==> src/design/pcm_pkg.sv <==
package pcm_pkg;
    // Clock and timing
    localparam int CLK_PERIOD_NS   = 20;
    localparam int CSS_TIMEOUT_NS  = 2000;
    localparam int CSS_TIMEOUT_CYC = (CSS_TIMEOUT_NS + CLK_PERIOD_NS - 1) / CLK_PERIOD_NS;
    localparam int CSS_CNT_W       = 12;
    localparam logic [CSS_CNT_W-1:0] CSS_LAST = CSS_CNT_W'(CSS_TIMEOUT_CYC - 1);

    // Register byte offsets
    localparam logic [4:0] OFS_CTRL    = 5'h00;
    localparam logic [4:0] OFS_MODE    = 5'h04;
    localparam logic [4:0] OFS_STATUS  = 5'h08;
    localparam logic [4:0] OFS_IRQ_EN  = 5'h0C;
    localparam logic [4:0] OFS_IRQ_CLR = 5'h10;
    localparam logic [4:0] OFS_INFO    = 5'h14;

    // Control word field positions
    localparam int CTRL_CLK_SEL = 0;
    localparam int CTRL_EXT_EN  = 2;
    localparam int CTRL_PLL_EN  = 3;
    localparam int CTRL_CSS_EN  = 4;
    localparam int CTRL_PVD_EN  = 5;
    localparam int CTRL_PVD_DN  = 6;
    localparam int CTRL_PVD_UP  = 7;
    localparam int CTRL_STOP_LP = 8;

    // Interrupt bits
    localparam int IRQ_CSS = 0;
    localparam int IRQ_PLL = 1;
    localparam int IRQ_PVD = 2;
    localparam int IRQ_W   = 3;

    // Clock sources and boot sources
    localparam logic [1:0] CLK_RC      = 2'h0;
    localparam logic [1:0] CLK_EXT     = 2'h1;
    localparam logic [1:0] CLK_PLL     = 2'h2;
    localparam logic [1:0] BOOT_FLASH  = 2'h0;
    localparam logic [1:0] BOOT_SYSMEM = 2'h1;
    localparam logic [1:0] BOOT_SRAM   = 2'h2;

    // Mode request codes written to the mode register
    localparam logic [1:0] REQ_SLEEP = 2'h1;
    localparam logic [1:0] REQ_STOP  = 2'h2;
    localparam logic [1:0] REQ_STBY  = 2'h3;

    // Index of each asynchronous input in the synchroniser vector
    localparam int AI_EXT_TGL = 0;
    localparam int AI_PLL     = 1;
    localparam int AI_PVD     = 2;
    localparam int AI_SUPPLY  = 3;
    localparam int AI_RST_N   = 4;
    localparam int AI_WAKEUP_PIN    = 5;
    localparam int AI_RTC     = 6;
    localparam int AI_USB     = 7;
    localparam int AI_INDEPENDENT_WATCHDOG    = 8;
    localparam int AI_BOOT0   = 9;
    localparam int AI_BOOT1   = 10;
    localparam int AI_W       = 11;
    localparam int NUM_LINES  = 16;
    localparam logic [AI_W-1:0] SYNC_RST = 11'h010;

    typedef enum logic [3:0] {
        PCM_RUN   = 4'h1,
        PCM_SLEEP = 4'h2,
        PCM_STOP  = 4'h4,
        PCM_STBY  = 4'h8
    } pcm_mode_t;

    typedef struct packed {
        pcm_mode_t            mode;
        logic [1:0]           clk_sel;
        logic                 ext_en;
        logic                 pll_en;
        logic                 css_en;
        logic                 pvd_en;
        logic                 pvd_dn;
        logic                 pvd_up;
        logic                 stop_lp;
        logic [IRQ_W-1:0]     irq_st;
        logic [IRQ_W-1:0]     irq_en;
        logic [1:0]           boot;
        logic                 boot_done;
        logic [CSS_CNT_W-1:0] css_cnt;
    } pcm_ctl_t;

    typedef struct packed {
        pcm_ctl_t             c;
        logic [AI_W-1:0]      sync1;
        logic [AI_W-1:0]      sync2;
        logic [AI_W-1:0]      prev;
        logic [NUM_LINES-1:0] lsync1;
        logic [NUM_LINES-1:0] lsync2;
        logic                 ack;
        logic [31:0]          rdata;
    } pcm_state_t;

    localparam pcm_ctl_t CTL_RST = '{mode: PCM_RUN, clk_sel: CLK_RC, boot: BOOT_FLASH, default: '0};
    localparam pcm_state_t PCM_RST = '{c: CTL_RST, sync1: SYNC_RST, sync2: SYNC_RST, prev: SYNC_RST,
                                       default: '0};
endpackage

==> src/design/pcm_power_clock_ctrl.sv <==
`timescale 1ns/1ps
module pcm_power_clock_ctrl (
    input  wire logic                          I_CORE_CLK,
    input  wire logic                          I_RESETN,
    input  wire logic [4:0]                    I_AVS_ADDRESS,
    input  wire logic                          I_AVS_READ,
    input  wire logic                          I_AVS_WRITE,
    input  wire logic [31:0]                   I_AVS_WRITEDATA,
    input  wire logic [3:0]                    I_AVS_BYTEENABLE,
    output logic      [31:0]                   O_AVS_READDATA,
    output logic                               O_AVS_WAITREQUEST,
    input  wire logic                          I_EXT_OSC_TOGGLE,
    input  wire logic                          I_PLL_LOCK,
    input  wire logic                          I_PVD_BELOW,
    input  wire logic                          I_SUPPLY_LOW,
    input  wire logic                          I_EXT_RESET_PIN_N,
    input  wire logic                          I_WAKEUP_PIN,
    input  wire logic                          I_RTC_ALARM,
    input  wire logic                          I_USB_WAKEUP,
    input  wire logic                          I_WATCHDOG_RESET,
    input  wire logic [1:0]                    I_BOOT_PINS,
    input  wire logic [pcm_pkg::NUM_LINES-1:0] I_EVENT_LINES,
    input  wire logic                          I_CORE_EVENT,
    output logic                               O_IRQ,
    output logic      [1:0]                    O_CLK_SEL,
    output logic                               O_CPU_CLK_EN,
    output logic                               O_PERIPH_CLK_EN,
    output logic                               O_RC_OSC_EN,
    output logic                               O_EXT_OSC_EN,
    output logic                               O_PLL_EN,
    output logic                               O_PVD_EN,
    output logic                               O_REG_MAIN,
    output logic                               O_REG_LOW_POWER,
    output logic                               O_REG_HIZ,
    output logic                               O_CORE_PWR_EN,
    output logic                               O_CORE_RESET_N,
    output logic      [1:0]                    O_BOOT_SRC,
    output logic                               O_BACKUP_DOMAIN_EN
);
    pcm_pkg::pcm_state_t s;
    pcm_pkg::pcm_state_t next_s;

    logic [pcm_pkg::AI_W-1:0] async_in;
    logic                     req;
    logic                     run_like;
    logic                     in_stby;
    logic                     int_rst;
    logic                     ext_tick;
    logic                     pll_lost;
    logic                     pvd_rise;
    logic                     pvd_fall;
    logic                     wakeup_pin_rise;
    logic                     stop_wake;
    logic                     css_active;
    logic                     css_fail;
    logic                     irq_any;

    // Local constants; IRQ_W_T sizes the interrupt next-state variables below, CSS_ONE steps the timeout counter
    localparam int IRQ_W_T = pcm_pkg::IRQ_W;
    localparam logic [pcm_pkg::CSS_CNT_W-1:0] CSS_ONE = 12'h001;

    // Merge a bus write into an old word, lane by lane
    function automatic logic [31:0] pcm_merge(input logic [31:0] old, input logic [31:0] wd,
                                              input logic [3:0] be);
        logic [31:0] m;
        m = {{8{be[3]}}, {8{be[2]}}, {8{be[1]}}, {8{be[0]}}};
        return (old & ~m) | (wd & m);
    endfunction

    // Control fields as they appear in the control word
    function automatic logic [31:0] pcm_ctrl_word(input pcm_pkg::pcm_ctl_t c);
        logic [31:0] w;
        w = 32'h0000_0000;
        w[pcm_pkg::CTRL_CLK_SEL +: 2] = c.clk_sel;
        w[pcm_pkg::CTRL_EXT_EN]       = c.ext_en;
        w[pcm_pkg::CTRL_PLL_EN]       = c.pll_en;
        w[pcm_pkg::CTRL_CSS_EN]       = c.css_en;
        w[pcm_pkg::CTRL_PVD_EN]       = c.pvd_en;
        w[pcm_pkg::CTRL_PVD_DN]       = c.pvd_dn;
        w[pcm_pkg::CTRL_PVD_UP]       = c.pvd_up;
        w[pcm_pkg::CTRL_STOP_LP]      = c.stop_lp;
        return w;
    endfunction

    // Read mux; unmapped and write-only offsets read as zero
    function automatic logic [31:0] pcm_read(input pcm_pkg::pcm_state_t st, input logic [4:0] a);
        logic [31:0] r;
        r = 32'h0000_0000;
        if (a == pcm_pkg::OFS_CTRL) begin
            r = pcm_ctrl_word(st.c);
        end else if (a == pcm_pkg::OFS_STATUS) begin
            r[pcm_pkg::IRQ_W-1:0] = st.c.irq_st;
        end else if (a == pcm_pkg::OFS_IRQ_EN) begin
            r[pcm_pkg::IRQ_W-1:0] = st.c.irq_en;
        end else if (a == pcm_pkg::OFS_INFO) begin
            r[3:0] = st.c.mode;
            r[5:4] = st.c.clk_sel;
            r[7:6] = st.c.boot;
            r[8]   = st.sync2[pcm_pkg::AI_PVD];
            r[9]   = st.sync2[pcm_pkg::AI_PLL];
        end
        return r;
    endfunction

    // Asynchronous inputs gathered for the two-stage synchroniser
    assign async_in = {I_BOOT_PINS[1], I_BOOT_PINS[0], I_WATCHDOG_RESET, I_USB_WAKEUP, I_RTC_ALARM,
                       I_WAKEUP_PIN, I_EXT_RESET_PIN_N, I_SUPPLY_LOW, I_PVD_BELOW, I_PLL_LOCK,
                       I_EXT_OSC_TOGGLE};

    // Events decoded from the second synchroniser stage only
    assign req        = I_AVS_READ | I_AVS_WRITE;
    assign run_like   = (s.c.mode == pcm_pkg::PCM_RUN) || (s.c.mode == pcm_pkg::PCM_SLEEP);
    assign in_stby    = (s.c.mode == pcm_pkg::PCM_STBY);
    assign ext_tick   = s.sync2[pcm_pkg::AI_EXT_TGL] ^ s.prev[pcm_pkg::AI_EXT_TGL];
    assign pll_lost   = s.c.pll_en & s.prev[pcm_pkg::AI_PLL] & ~s.sync2[pcm_pkg::AI_PLL];
    assign pvd_rise   = s.sync2[pcm_pkg::AI_PVD] & ~s.prev[pcm_pkg::AI_PVD];
    assign pvd_fall   = ~s.sync2[pcm_pkg::AI_PVD] & s.prev[pcm_pkg::AI_PVD];
    assign wakeup_pin_rise  = s.sync2[pcm_pkg::AI_WAKEUP_PIN] & ~s.prev[pcm_pkg::AI_WAKEUP_PIN];
    assign stop_wake  = (|s.lsync2) | s.sync2[pcm_pkg::AI_PVD] | s.sync2[pcm_pkg::AI_RTC]
                      | s.sync2[pcm_pkg::AI_USB];
    assign css_active = s.c.css_en & s.c.ext_en & (s.c.clk_sel != pcm_pkg::CLK_RC) & run_like;
    assign css_fail   = css_active & ~ext_tick & (s.c.css_cnt == pcm_pkg::CSS_LAST);
    assign irq_any    = |(s.c.irq_st & s.c.irq_en);

    // Device-level reset causes; standby wake goes through the same path
    assign int_rst = ~s.sync2[pcm_pkg::AI_RST_N] | s.sync2[pcm_pkg::AI_SUPPLY]
                   | s.sync2[pcm_pkg::AI_INDEPENDENT_WATCHDOG]
                   | (in_stby & (wakeup_pin_rise | s.sync2[pcm_pkg::AI_RTC]));

    // Next-state logic for the whole block
    always_comb begin
        logic [31:0]          wd;
        logic [IRQ_W_T-1:0]   irq_set;
        logic [IRQ_W_T-1:0]   irq_clr;
        logic [31:0]          cw;
        wd      = I_AVS_WRITEDATA;
        irq_set = '0;
        irq_clr = '0;
        cw      = 32'h0000_0000;
        next_s  = s;
        next_s.sync1  = async_in;
        next_s.sync2  = s.sync1;
        next_s.prev   = s.sync2;
        next_s.lsync1 = I_EVENT_LINES;
        next_s.lsync2 = s.lsync1;

        // Bus slave: one wait state, read data captured on the first cycle
        if (req && !s.ack) begin
            next_s.ack   = 1'b1;
            next_s.rdata = pcm_read(s, I_AVS_ADDRESS);
        end else begin
            next_s.ack = 1'b0;
        end

        if (I_AVS_WRITE && s.ack) begin
            if (I_AVS_ADDRESS == pcm_pkg::OFS_CTRL) begin
                cw = pcm_merge(pcm_ctrl_word(s.c), wd, I_AVS_BYTEENABLE);
                next_s.c.clk_sel = cw[pcm_pkg::CTRL_CLK_SEL +: 2];
                next_s.c.ext_en  = cw[pcm_pkg::CTRL_EXT_EN];
                next_s.c.pll_en  = cw[pcm_pkg::CTRL_PLL_EN];
                next_s.c.css_en  = cw[pcm_pkg::CTRL_CSS_EN];
                next_s.c.pvd_en  = cw[pcm_pkg::CTRL_PVD_EN];
                next_s.c.pvd_dn  = cw[pcm_pkg::CTRL_PVD_DN];
                next_s.c.pvd_up  = cw[pcm_pkg::CTRL_PVD_UP];
                next_s.c.stop_lp = cw[pcm_pkg::CTRL_STOP_LP];
            end else if (I_AVS_ADDRESS == pcm_pkg::OFS_MODE) begin
                if (I_AVS_BYTEENABLE[0] && s.c.mode == pcm_pkg::PCM_RUN) begin
                    case (wd[1:0])
                        pcm_pkg::REQ_SLEEP: begin
                            next_s.c.mode = pcm_pkg::PCM_SLEEP;
                        end
                        pcm_pkg::REQ_STOP: begin
                            // Oscillators are re-armed by software after wake
                            next_s.c.mode    = pcm_pkg::PCM_STOP;
                            next_s.c.ext_en  = 1'b0;
                            next_s.c.pll_en  = 1'b0;
                            next_s.c.clk_sel = pcm_pkg::CLK_RC;
                        end
                        pcm_pkg::REQ_STBY: begin
                            next_s.c.mode = pcm_pkg::PCM_STBY;
                        end
                        default: begin
                            next_s.c.mode = s.c.mode;
                        end
                    endcase
                end
            end else if (I_AVS_ADDRESS == pcm_pkg::OFS_IRQ_EN) begin
                cw = pcm_merge({29'h0, s.c.irq_en}, wd, I_AVS_BYTEENABLE);
                next_s.c.irq_en = cw[pcm_pkg::IRQ_W-1:0];
            end else if (I_AVS_ADDRESS == pcm_pkg::OFS_IRQ_CLR) begin
                irq_clr = wd[pcm_pkg::IRQ_W-1:0] & {pcm_pkg::IRQ_W{I_AVS_BYTEENABLE[0]}};
            end
        end

        // Wake from Sleep on any enabled interrupt or event, from Stop on event lines, PVD, RTC or USB wakeup
        if (s.c.mode == pcm_pkg::PCM_SLEEP && (I_CORE_EVENT || irq_any || stop_wake)) begin
            next_s.c.mode = pcm_pkg::PCM_RUN;
        end else if (s.c.mode == pcm_pkg::PCM_STOP && stop_wake) begin
            next_s.c.mode = pcm_pkg::PCM_RUN;
        end

        // Clock security: the external clock must toggle within the timeout
        if (css_active && !ext_tick) begin
            next_s.c.css_cnt = s.c.css_cnt + CSS_ONE;
        end else begin
            next_s.c.css_cnt = '0;
        end
        if (css_fail) begin
            next_s.c.clk_sel = pcm_pkg::CLK_RC;
            next_s.c.ext_en  = 1'b0;
            next_s.c.css_cnt = '0;
            irq_set[pcm_pkg::IRQ_CSS] = 1'b1;
        end

        // Losing the PLL input flags software and drops back to RC when the PLL is the selected clock
        if (pll_lost) begin
            irq_set[pcm_pkg::IRQ_PLL] = 1'b1;
            if (s.c.clk_sel == pcm_pkg::CLK_PLL) begin
                next_s.c.clk_sel = pcm_pkg::CLK_RC;
            end
        end

        // Supply detector edges, each direction enabled on its own
        if (s.c.pvd_en && ((pvd_rise && s.c.pvd_dn) || (pvd_fall && s.c.pvd_up))) begin
            irq_set[pcm_pkg::IRQ_PVD] = 1'b1;
        end

        // A set arriving with a clear is kept
        next_s.c.irq_st = (s.c.irq_st & ~irq_clr) | irq_set;

        // Boot pins are caught once per reset, after the release
        if (!s.c.boot_done) begin
            next_s.c.boot_done = 1'b1;
            if (!s.sync2[pcm_pkg::AI_BOOT0]) begin
                next_s.c.boot = pcm_pkg::BOOT_FLASH;
            end else if (!s.sync2[pcm_pkg::AI_BOOT1]) begin
                next_s.c.boot = pcm_pkg::BOOT_SYSMEM;
            end else begin
                next_s.c.boot = pcm_pkg::BOOT_SRAM;
            end
        end

        // Device reset clears control state but keeps synchronisers and bus
        if (int_rst) begin
            next_s.c = pcm_pkg::CTL_RST;
        end
    end

    // State register; the synchronisers keep shifting through reset so that the
    // boot pins and reset causes are already valid at the first edge after release
    always_ff @(posedge I_CORE_CLK) begin
        if (!I_RESETN) begin
            s        <= pcm_pkg::PCM_RST;
            s.sync1  <= next_s.sync1;
            s.sync2  <= next_s.sync2;
            s.prev   <= next_s.prev;
            s.lsync1 <= next_s.lsync1;
            s.lsync2 <= next_s.lsync2;
        end else begin
            s <= next_s;
        end
    end

    // Bus answer: waitrequest is combinational, data from flops
    assign O_AVS_WAITREQUEST = req & ~s.ack;
    assign O_AVS_READDATA    = s.rdata;

    // Interrupt, clock and power controls decoded from the mode and control flops
    assign O_IRQ              = irq_any;
    assign O_CLK_SEL          = s.c.clk_sel;
    assign O_CPU_CLK_EN       = (s.c.mode == pcm_pkg::PCM_RUN);
    assign O_PERIPH_CLK_EN    = run_like;
    assign O_RC_OSC_EN        = run_like;
    assign O_EXT_OSC_EN       = run_like & s.c.ext_en;
    assign O_PLL_EN           = run_like & s.c.pll_en;
    assign O_PVD_EN           = s.c.pvd_en;
    assign O_REG_MAIN         = run_like | ((s.c.mode == pcm_pkg::PCM_STOP) & ~s.c.stop_lp);
    assign O_REG_LOW_POWER    = (s.c.mode == pcm_pkg::PCM_STOP) & s.c.stop_lp;
    assign O_REG_HIZ          = in_stby;
    assign O_CORE_PWR_EN      = ~in_stby;
    assign O_CORE_RESET_N     = s.c.boot_done;
    assign O_BOOT_SRC         = s.c.boot;
    // Low-speed domain never gated: RTC and watchdog outlive every mode
    assign O_BACKUP_DOMAIN_EN = 1'b1;
endmodule

==> config.mk <==
export PLATFORM = sky130hd
export DESIGN_NAME = pcm_power_clock_ctrl
export DESIGN_NICKNAME = d
export VERILOG_FILES = /design/src/design/pcm_pkg.sv /design/src/design/pcm_power_clock_ctrl.sv
export SDC_FILE = /design/constraint.sdc
export NUM_CORES = 1
export LEC_CHECK = 0
export ABC_AREA = 1
export BUFFER_PORTS_ARGS = -buffer_cell sky130_fd_sc_hd__buf_2
export CAP_MARGIN = 20
export CORE_ASPECT_RATIO = 0.6
export CORE_MARGIN = 2
export CORE_UTILIZATION = 50
export CTS_CLUSTER_DIAMETER = 80
export DETAILED_ROUTE_END_ITERATION = 10
export PLACE_DENSITY = 0.84
export SLEW_MARGIN = 30
export SYNTH_ARGS = -nofsm -noshare
export SYNTH_HDL_FRONTEND = slang
export SYNTH_SLANG_ARGS = --single-unit
==> constraint.sdc <==
create_clock -name I_CORE_CLK -period 1.6 [get_ports I_CORE_CLK]
set_input_delay 0.16 -clock I_CORE_CLK [delete_from_list [all_inputs] [get_ports I_CORE_CLK]]
set_output_delay 0.16 -clock I_CORE_CLK [all_outputs]
set_load 0.02 [all_outputs]
==> results of run 1 <==
layout make-up:
class                      instances  share of cell area [%]
inverter                          56                    4.40
tap                              104                    2.69
clock buffer                       9                    4.66
sequential                       103                    42.9
clock inverter                     7                    1.86
timing repair buffer             110                    15.0
multi-input combinational        272                    28.6
metrics by stage:
step / hold WS, ns / total power, W / std cells
2_1_floorplan: 0.188 / 0.00297 / 474
3_3_place_gp: 0.262 / 0.00303 / 614
3_5_place_dp: 0.264 / 0.00304 / 614
4_1_cts: 0.0607 / 0.00532 / 657
5_1_grt: 0.0737 / 0.00549 / 661
6_report: 0.0760 / 0.00529 / 661
layer usage:
layer  global-route usage (%)  wire length [um]  up-vias
li1                         -                 -     1568
met1                     27.2              3820     1412
met2                     35.3              4300      140
met3                     8.19               773       17
met4                     8.24               167        0
met5                        0                 0        -
power by group through the flow:
stage | Sequential, W | Clock (W) | Combinational, W
after floorplan | 0.00274 | 0 | 0.000235
final | 0.00269 | 0.00225 | 0.000351
after detailed placement | 0.00275 | 0 | 0.000293
after global placement | 0.00274 | 0 | 0.000287
after global routing | 0.00269 | 0.00241 | 0.000389
after CTS | 0.00269 | 0.00229 | 0.000345
logic make-up after synthesis:
family	Yosys count	share of synthesized area [%]
buf+inv	99	13.8
simple gates	190	23.1
fa+ha+maj	1	0.325
xor+xnor	8	1.82
other cells	2	0.195
flops	103	53.6
compound gates	50	7.06
layout by cell type, fill, tap and decap left out, types with 11 or more instances in the layout:
master	netlist	layout
dfxtp_1	103	99
buf_2	2	71
nand2_1	61	61
nor2_1	60	59
inv_1	47	45
dlygate4sd3_1	0	27
a21oi_1	23	23
conb_1	2	23
nand3_1	23	22
o21ai_0	17	16
nor2_2	13	12
nand4_1	11	11
what timing repair did:
action	CTS	global route
hold buffers	27	0
setup buffers	0	4
endpoints found under the hold margin	27	0
pin swaps	1	5
gates resized for setup	6	20
setup endpoints to repair	4	8
registers in the layout (all words and copies together) (netlist names), named ones only:
register and cells:
O_AVS_READDATA 10, O_BOOT_SRC 2, O_CLK_SEL 2, O_CORE_RESET_N 1
next_s 38, s 42
critical path: stages, from the launching register on:
cell	delay (ns)
dfxtp_2	0.35
inv_2	0.10
nand2_2	0.10
nor3_4	0.14
inv_1	0.09
nor2_1	0.14
buf_4	0.16
worst max-delay path by stage:
stage          slack, ns  cells past startpoint         endpoint   start
2_1_floorplan       0.24                      8           s[106]  s[131]
4_1_cts             0.01                      6       O_REG_MAIN  s[130]
3_3_place_gp        0.17                      8            s[98]   s[98]
3_5_place_dp        0.14                      8            s[98]   s[98]
5_1_grt            -0.07                      6       O_REG_MAIN  s[129]
6_report           0.009                      6  O_REG_LOW_POWER  s[129]
==> reports/qor.yml, run 1 <==
logic_synthesis:
  synth_top_area_share_pct: 53.6
  syn_area_um2: 3840
  ys_seq_area_share_pct: 53.6
  synth.most_common_cell: "dfxtp_1"
  syn_avg_cell_area_um2: 8.49
  ys_top_cells_by_area: "dfxtp_1 (54%), buf_4 (7.4%), nand2_1 (6.0%)"
  ys_async_sr_fraction_pct: 0
  synth_seq_cells: 103
  syn_inst: 453
  ys_dominant_reg_cell: "dfxtp_1"
  synth_edf_count: 0
  synth_common_cells: "dfxtp_1 (103), nand2_1 (61), nor2_1 (60)"
  ys_warn_count: 0
  synth_top_area_cell: "dfxtp_1"
  synth_cell_types: 34
worst_setup_path:
  cp.required_ns: 1.44
  r2r_end: "O_CLK_SEL[1]"
  end_kind: "output pin"
  ff2ff_path_depth: 5
  criticalPathCategory: "register to output pin"
  crit_arrival_ns: 1.43
  worstReg2RegStart: "s[32]"
  cp_max_fo: 3
  cp-start-kind: "register"
  reg2reg_slack_ns: 0.16
route:
  wl_um: 9060
  ant_nets: 0
  viasPerCell: 4.75
  first_pass_iters: 7
  drc: 0
  via_count: 3137
  routedWlPerCell_um: 13.7
  drt_iter0_drc: 165
power_and_ir_drop:
  p_comb_share_pct: 6.6
  p_leak_nw: 2.09
  vdd_ir_drop_max_v: 0.000872
  power.density_nw_per_um2: 1090
  swShare_pct: 23.6
  p_switching_w: 0.00125
  clock_power_share_pct: 42.6
  cellInternalPower_w: 0.00404
  pwr-share-seq_pct: 50.8
global_route:
  grt_max_degree: 20
  grt_pass1_wl_um: 14000
  antenna_found_initial: 0
  overflow: 0
  grtUsageTotal_pct: 22.0
  grt_pass1_vias: 3026
layout:
  multi_input_area_um2: 1380
  fin_area_um2: 4830
  n_fill_cell: 570
  syn_to_final_growth_pct: 25.7
  fin_util_pct: 65.7
  diodes: 0
  fin_nets: 626
  drive_gt1_share_pct: 25.7
  register_area_um2: 2070
die:
  rows: 24
  fp.dieW_um: 117
  ios: 123
  dieArea_um2: 8430
  core-area_um2: 7360
  die_h_um: 71.9
  start_util_pct: 52.3
run_status:
  status: "complete, no violations"
hold_path:
  hold_start: "I_RESETN"
  hold_path_depth: 3
  hold_path.class: "input port to register"
  min_to: "O_AVS_READDATA[9]"
clock_tree:
  ctsHtreeMaxLevel: 3
  cts_sinks: 103
  cts_made_buffers: 9
  cts_tree: "built"
  clkTransAtPathRegs_ns: 0.07
  clkLatencyLatePin_ns: 0.35
  cts_root_buffer: "clkbuf_16"
  clock_path_buffers: 2
placement:
  portBuffers: 74
  dpl_cell_area_um2: 4140
  pre_cts_ws_ns: 0.144
  gp_congestion: 0.880
  hpwl_um: 6120
sta:
  finalHoldViolCount: 0
  finalSetupTns_ns: 0
  finalSetupViolCount: 0
  rsz0062_at_grt: "yes"
  post-route-period-util_pct: 99.4
  report.final.slew_viol_count: 0
  skew_ns: 0.00849
  clock.fmax_mhz: 628
  layout_setup_ws_ns: 0.00885
  finalWorstPathRequiredPeriod_ns: 1.59
flow_run:
  maxCapViolations: 0
(Power assumes the default switching activity.)
==> run 2, diff against run 1 <==
--- a/config.mk
+++ b/config.mk
@@ -5,15 +5,14 @@
 export SDC_FILE = /design/constraint.sdc
 export NUM_CORES = 1
 export LEC_CHECK = 0
-export ABC_AREA = 1
 export BUFFER_PORTS_ARGS = -buffer_cell sky130_fd_sc_hd__buf_2
 export CAP_MARGIN = 20
 export CORE_ASPECT_RATIO = 0.6
 export CORE_MARGIN = 2
-export CORE_UTILIZATION = 50
+export CORE_UTILIZATION = 49
 export CTS_CLUSTER_DIAMETER = 80
 export DETAILED_ROUTE_END_ITERATION = 10
-export PLACE_DENSITY = 0.84
+export PLACE_DENSITY = 0.83
 export SLEW_MARGIN = 30
 export SYNTH_ARGS = -nofsm -noshare
 export SYNTH_HDL_FRONTEND = slang
==> run 2 against run 1 <==
Compared with the run above: the run now ends with setup timing left; synthesized cell count decreased by 23%; largest power group unchanged; register-to-register slack worse by 0.46 ns; worst setup slack lost 0.32 ns; global-route usage is 0.81 points higher; total power shrank 5.3%; sequential share of layout area fell by 2.5 points; critical endpoint is now O_PLL_EN; hold slack lost 0.025 ns; synthesized area is 5.9% lower.
==> reports/qor.yml, run 2 <==
logic_synthesis:
  synth_top_area_cell: "dfxtp_1"
  ys_top_cells_by_area: "dfxtp_1 (57%), buf_4 (7.9%), nor2_1 (3.3%)"
  ys_async_sr_fraction_pct: 0  # unchanged
  syn_inst: 351  # -23%
  synth_common_cells: "dfxtp_1 (103), buf_4 (38), nor2_1 (32)"
  synth_cell_types: 53  # +56%
  ys_seq_area_share_pct: 57.0  # +3.4 points
  syn_avg_cell_area_um2: 10.3  # +21%
  syn_area_um2: 3620  # -5.9%
  synth_edf_count: 0  # unchanged
  synth_seq_cells: 103  # unchanged
  synth_top_area_share_pct: 57.0  # +3.4 points
  synth.most_common_cell: "dfxtp_1"
  ys_warn_count: 0  # unchanged
  ys_dominant_reg_cell: "dfxtp_1"
route:
  drc: 0  # unchanged
  drt_iter0_drc: 272  # +65%
  first_pass_iters: 5  # -2
  routedWlPerCell_um: 14.9  # +9.0%
  ant_nets: 0  # unchanged
  via_count: 2896  # -7.7%
  viasPerCell: 4.90  # +3.3%
  wl_um: 8830  # -2.5%
run_status:
  status: "complete, but fails checks"
  violations: "setup timing"
placement:
  portBuffers: 74  # unchanged
  pre_cts_ws_ns: -0.134  # -0.277 ns
  dp.cells: 530  # -14%
  gp_congestion: 0.859  # -2.3%
  hpwl_um: 5750  # -6.1%
die:
  rows: 24  # unchanged
  dieArea_um2: 8110  # -3.8%
  core-area_um2: 7210  # -2.0%
  start_util_pct: 50.2  # -2.1 points
  fp.dieW_um: 115  # -2.0%
  ios: 123  # unchanged
  die_h_um: 70.6  # -1.9%
sta:
  finalSetupViolCount: 44  # +44
  finalWorstPathRequiredPeriod_ns: 1.91  # +0.317 ns
  hold_slack_ns: 0.0506  # -0.0254 ns
  clock.fmax_mhz: 524  # -17%
  skew_ns: 0.00794  # -0.000554 ns
  finalHoldViolCount: 0  # unchanged
  report.final.slew_viol_count: 0  # unchanged
  layout_setup_ws_ns: -0.308  # -0.317 ns
  rsz0062_at_grt: "yes"
  post-route-period-util_pct: 119  # +20 points
worst_setup_path:
  cp.required_ns: 1.44  # about the same
  end_kind: "output pin"
  crit_top_cell: "buf_6"
  critical_path.top_delay_family: "simple AND/OR/NAND/NOR gates"
  cp_max_fo: 4  # +1
  max_stage_delay_ns: 0.57  # +0.22 ns
  crit_arrival_ns: 1.75  # +0.32 ns
  path_cells: "or4b_4, inv_4, buf_6, nor2_4, nor2b_2, buf_6"
  critical_path_buf_inv_count: 3  # unchanged
  cp-start-kind: "register"
  cp_slowest_cell: "or4b_4"
  criticalPathCategory: "register to output pin"
layout:
  drive_gt1_share_pct: 36.6  # +11 points
  diodes: 0  # unchanged
  top_register: "s"
  fin_util_pct: 71.0  # +5.3 points
  final_cell_mix: "dfxtp_1 (99), buf_2 (64), buf_4 (37)"
  final_common_cell: "dfxtp_1"
  fin_nets: 569  # -9.1%
  syn_to_final_growth_pct: 41.5
  final_cells: 591  # -11%
  largest_reg_flops: 42  # unchanged
clock_tree:
  cts_sinks: 103  # unchanged
  ctsHtreeMaxLevel: 3  # unchanged
  cts_tree: "built"
  clkTransAtPathRegs_ns: 0.07  # about the same
  cts_made_buffers: 9  # unchanged
  cts_root_buffer: "clkbuf_16"
  clock_path_buffers: 2  # unchanged
  clkLatencyLatePin_ns: 0.34  # about the same
global_route:
  grt_max_degree: 19  # -5.0%
  grtUsageTotal_pct: 22.8  # +0.81 points
  antenna_found_initial: 0  # unchanged
  grt_pass1_vias: 2870  # -5.2%
  grt_pass1_wl_um: 14100  # +0.54%
  overflow: 0  # unchanged
hold_path:
  hold_path.class: "input port to register"
power_and_ir_drop:
  p_leak_nw: 2.21  # +5.6%
  vdd_ir_drop_max_v: 0.000658  # -25%
  finalPower_w: 0.00501  # -5.3%
  power.density_nw_per_um2: 978  # -11%
flow_run:
  maxCapViolations: 0  # unchanged
## run 2: metrics by stage
step / cell area (um^2) / setup TNS [ns]
after floorplan: 3720 / -1.50
after global placement: 4170 / -1.37
after detailed placement: 4170 / -2.14
after CTS: 5000 / -8.16
after global routing: 5120 / -12.53
final: 5120 / -10.22
## run 2: repair_timing
item,in CTS,in global routing
resized for setup,44,23
gates cloned,2,0
pin swaps,17,9
endpoints found under the hold margin,27,0
endpoints found under the setup margin,34,44
hold buffers,27,0
buffers inserted,11,5
## run 2: worst min-delay path, delay by kind of cell
family | cells | cell delay [ns]
compound gates | 1 | 0.05
buf+inv | 1 | 0.10
simple gates | 1 | 0.05
## run 2: cell families after synthesis
kind of cell | Yosys count | share of synthesized area (%)
and+or+nand+nor | 118 | 18.3
DFF | 103 | 57.0
buffers and inverters | 59 | 10.1
AOI/OAI and AO/OA | 52 | 9.96
xor gates and xnor gates | 11 | 2.66
muxes | 5 | 1.38
other | 2 | 0.208
adders and majority gates | 1 | 0.346
## run 2: layout make-up
cell class / count / area (um^2)
repair buffers: 154 / 1200
fillers: 498 / 2090
well taps: 91 / 114
clock inverters: 7 / 55.1
multi-input cells: 210 / 1390
inverters: 17 / 68.8
flip-flops and latches: 103 / 2070
clock buffers: 9 / 225
## run 2: layer usage
layer	global-route usage [%]	wire (um)
met5	0	0
met4	7.10	109
met3	7.28	627
met2	35.2	3960
met1	30.8	4130
## run 2: final timing paths
path,startpoint,to,slack [ns],cells past startpoint
setup / recovery,s[129],O_PLL_EN,-0.31,6
hold / removal,I_AVS_WRITEDATA[6],register,0.05,3
setup reg to reg,s[129],s[125],-0.30,6
hold reg to reg,next_s[42],s[42],0.33,0
## run 2: where the power goes
group	internal [W]	leakage, nW	switching (W)
registers	0.00264	0.854	0.0000261
logic	0.000137	1.21	0.000155
clock network	0.00108	0.139	0.000971
total	0.00386	2.21	0.00115
==> run 3, diff against run 2 <==
--- a/config.mk
+++ b/config.mk
@@ -7,12 +7,14 @@
 export LEC_CHECK = 0
 export BUFFER_PORTS_ARGS = -buffer_cell sky130_fd_sc_hd__buf_2
 export CAP_MARGIN = 20
+export CELL_PAD_IN_SITES_DETAIL_PLACEMENT = 1
+export CELL_PAD_IN_SITES_GLOBAL_PLACEMENT = 2
 export CORE_ASPECT_RATIO = 0.6
 export CORE_MARGIN = 2
-export CORE_UTILIZATION = 49
+export CORE_UTILIZATION = 30
 export CTS_CLUSTER_DIAMETER = 80
 export DETAILED_ROUTE_END_ITERATION = 10
-export PLACE_DENSITY = 0.83
+export PLACE_DENSITY = 0.84
 export SLEW_MARGIN = 30
 export SYNTH_ARGS = -nofsm -noshare
 export SYNTH_HDL_FRONTEND = slang
==> run 3 against run 2 <==
Compared with the run above: the flow still finishes with violations (setup timing); global-route usage decreased by 6.7 points; register-to-register slack got worse by 0.03 ns; fmax decreased by 1.1%; critical path type is now register to register; largest cell class unchanged.
==> reports/qor.yml, run 3 (synthesized netlist as in run 2, its figures left out) <==
sta:
  rsz0062_at_grt: "yes"
  finalHoldViolCount: 0  # unchanged
  layout_setup_ws_ns: -0.330  # -0.0220 ns
  worstMarginPinSlew_ns: 0.500
  post-route-period-util_pct: 121  # +1.4 points
  clock.fmax_mhz: 518  # -1.1%
  skew_ns: 0.00737  # -0.000572 ns
  finalSetupViolCount: 43  # -2.3%
  slew_headroom_pct: 66.4
  finalWorstPathRequiredPeriod_ns: 1.93  # +0.0220 ns
  report.final.slew_viol_count: 0  # unchanged
die:
  ios: 123  # unchanged
  die_h_um: 89.1  # +26%
  dieArea_um2: 13000  # +60%
  rows: 31  # +29%
  fp.dieW_um: 146  # +27%
  start_util_pct: 30.4  # -20 points
  core-area_um2: 11900  # +65%
placement:
  portBuffers: 74  # unchanged
  dpl_cell_area_um2: 4260  # +2.2%
  gp_congestion: 0.802  # -6.6%
  hpwl_um: 7300  # +27%
  pre_cts_ws_ns: -0.168  # -0.0344 ns
run_status:
  violations: "setup timing"
  status: "complete, but fails checks"
route:
  drt_iter0_drc: 115  # -58%
  drc: 0  # unchanged
  viasPerCell: 4.34  # -11%
  ant_nets: 0  # unchanged
  dr_wl_met3_um: 660  # +5.3%
  first_pass_iters: 4  # -1
  via_count: 2876  # -0.69%
  routed-wl-met2_um: 4360  # +10%
  dr.max_layer_used: "met4"
  wirelength_met1_um: 4910  # +19%
  wl_um: 10000  # +14%
  routedWlPerCell_um: 15.2  # +1.5%
worst_setup_path:
  crit_top_cell: "buf_4"
  cp.required_ns: 1.86  # +0.42 ns
  critical_path_buf_inv_count: 2  # -1
  cp-start-kind: "register"
  crit_arrival_ns: 2.19  # +0.44 ns
  path_cells: "or4b_4, buf_4, nor4_4, buf_4, a31oi_1, nor3b_1"
  cp_max_fo: 3  # -1
  critical_path.top_delay_family: "simple AND/OR/NAND/NOR gates"
  max_stage_delay_ns: 0.57  # about the same
  end_kind: "register"
  criticalPathCategory: "register to register"
  cp_slowest_cell: "or4b_4"
layout:
  fin_area_um2: 5240  # +2.4%
  fin_util_pct: 44.0  # -27 points
  fin_nets: 566  # -0.53%
  top_register: "s"
  drive_gt1_share_pct: 38.2  # +1.6 points
  final_common_cell: "dfxtp_1"
  n_fill_cell: 1352  # +170%
  diodes: 0  # unchanged
  syn_to_final_growth_pct: 45.0
  final_cell_mix: "dfxtp_1 (97), buf_2 (64), buf_4 (39)"
  largest_reg_flops: 42  # unchanged
global_route:
  overflow: 0  # unchanged
  grt_pass1_vias: 3064  # +6.8%
  grtUsageTotal_pct: 16.1  # -6.7 points
  grt_pass1_wl_um: 16000  # +13%
  antenna_found_initial: 0  # unchanged
  grt_max_degree: 24  # +5
clock_tree:
  clkTransAtPathRegs_ns: 0.08  # about the same
  cts_made_buffers: 9  # unchanged
  clock_path_buffers: 2  # unchanged
  cts_tree: "built"
  clkLatencyLatePin_ns: 0.35  # about the same
  cts_sinks: 103  # unchanged
  cts_root_buffer: "clkbuf_16"
  ctsHtreeMaxLevel: 3  # unchanged
flow_run:
  maxCapViolations: 0  # unchanged
hold_path:
  hold_path.class: "input port to register"
power_and_ir_drop:
  power.density_nw_per_um2: 1010  # +3.0%
  p_leak_nw: 2.19  # -0.70%
  vdd_ir_drop_max_v: 0.000634  # -3.6%
  finalPower_w: 0.00528  # +5.5%
==> run 3: changes by cell type in the layout (fill, tap and decap cells not counted), moves of 3 or more <==
| cell | delta |
|---|---|
| a21oi_1 | -4 |
| a21oi_2 | +4 |
| buf_6 | -5 |
| inv_12 | +3 |
| nor2_1 | -8 |
| nor2_2 | +4 |
| nor2_4 | +4 |
==> run 3: worst register-to-register path, delay by kind of cell, from the launching register on <==
family | cells | cell delay (ns)
simple gates | 3 | 1.07
buf+inv | 2 | 0.34
flops | 1 | 0.33
compound gates | 1 | 0.10
==> run 3: what timing repair did <==
item,in CTS,in global routing
setup buffers,14,4
gates cloned,2,0
pin swaps,16,18
gates resized for setup,52,32
hold buffers,27,0
endpoints found under the hold margin,27,0
endpoints found under the setup margin,43,45
==> run 3: final timing paths <==
| kind | start | slack [ns] | cells past startpoint | end |
|---|---|---|---|---|
| max | s[129] | -0.33 | 6 | s[129] |
| min | I_AVS_WRITEDATA[7] | 0.06 | 3 | register |
| max reg2reg | s[129] | -0.33 | 6 | s[129] |
| min reg2reg | next_s[42] | 0.33 | 0 | s[42] |
==> run 3: area by class of cell <==
class                           instances  area, um^2  area share [%]
Tap cell                              165         206            3.94
Inverter                               17        68.8            1.31
Timing Repair Buffer                  151        1140            21.8
Clock buffer                            9         225            4.29
Clock inverter                          7         101            1.93
Sequential cell                       103        2070            39.5
Multi-Input combinational cell        210        1430            27.3
==> run 3: through the flow <==
| stage | cells | setup TNS (ns) | hold WS [ns] |
|---|---|---|---|
| final | 662 | -7.88 | 0.0593 |
| after global routing | 662 | -10.90 | 0.0579 |
| after CTS | 661 | -8.26 | 0.0454 |
| after floorplan | 372 | -1.50 | 0.188 |
| after global placement | 602 | -1.97 | 0.264 |
| after detailed placement | 602 | -3.06 | 0.264 |
==> run 3: routing by layer <==
| layer | GRT usage [%] | vias to the layer above |
|---|---|---|
| met1 | 21.3 | 1356 |
| met5 | 0 | - |
| met2 | 25.3 | 87 |
| li1 | - | 1420 |
| met4 | 5.35 | 0 |
| met3 | 4.95 | 13 |
==> run 3: where the power goes <==
part           switching (W)  internal [W]
Sequential         0.0000290       0.00264
Combinational       0.000160      0.000137
Clock                0.00115       0.00116
Total                0.00134       0.00394
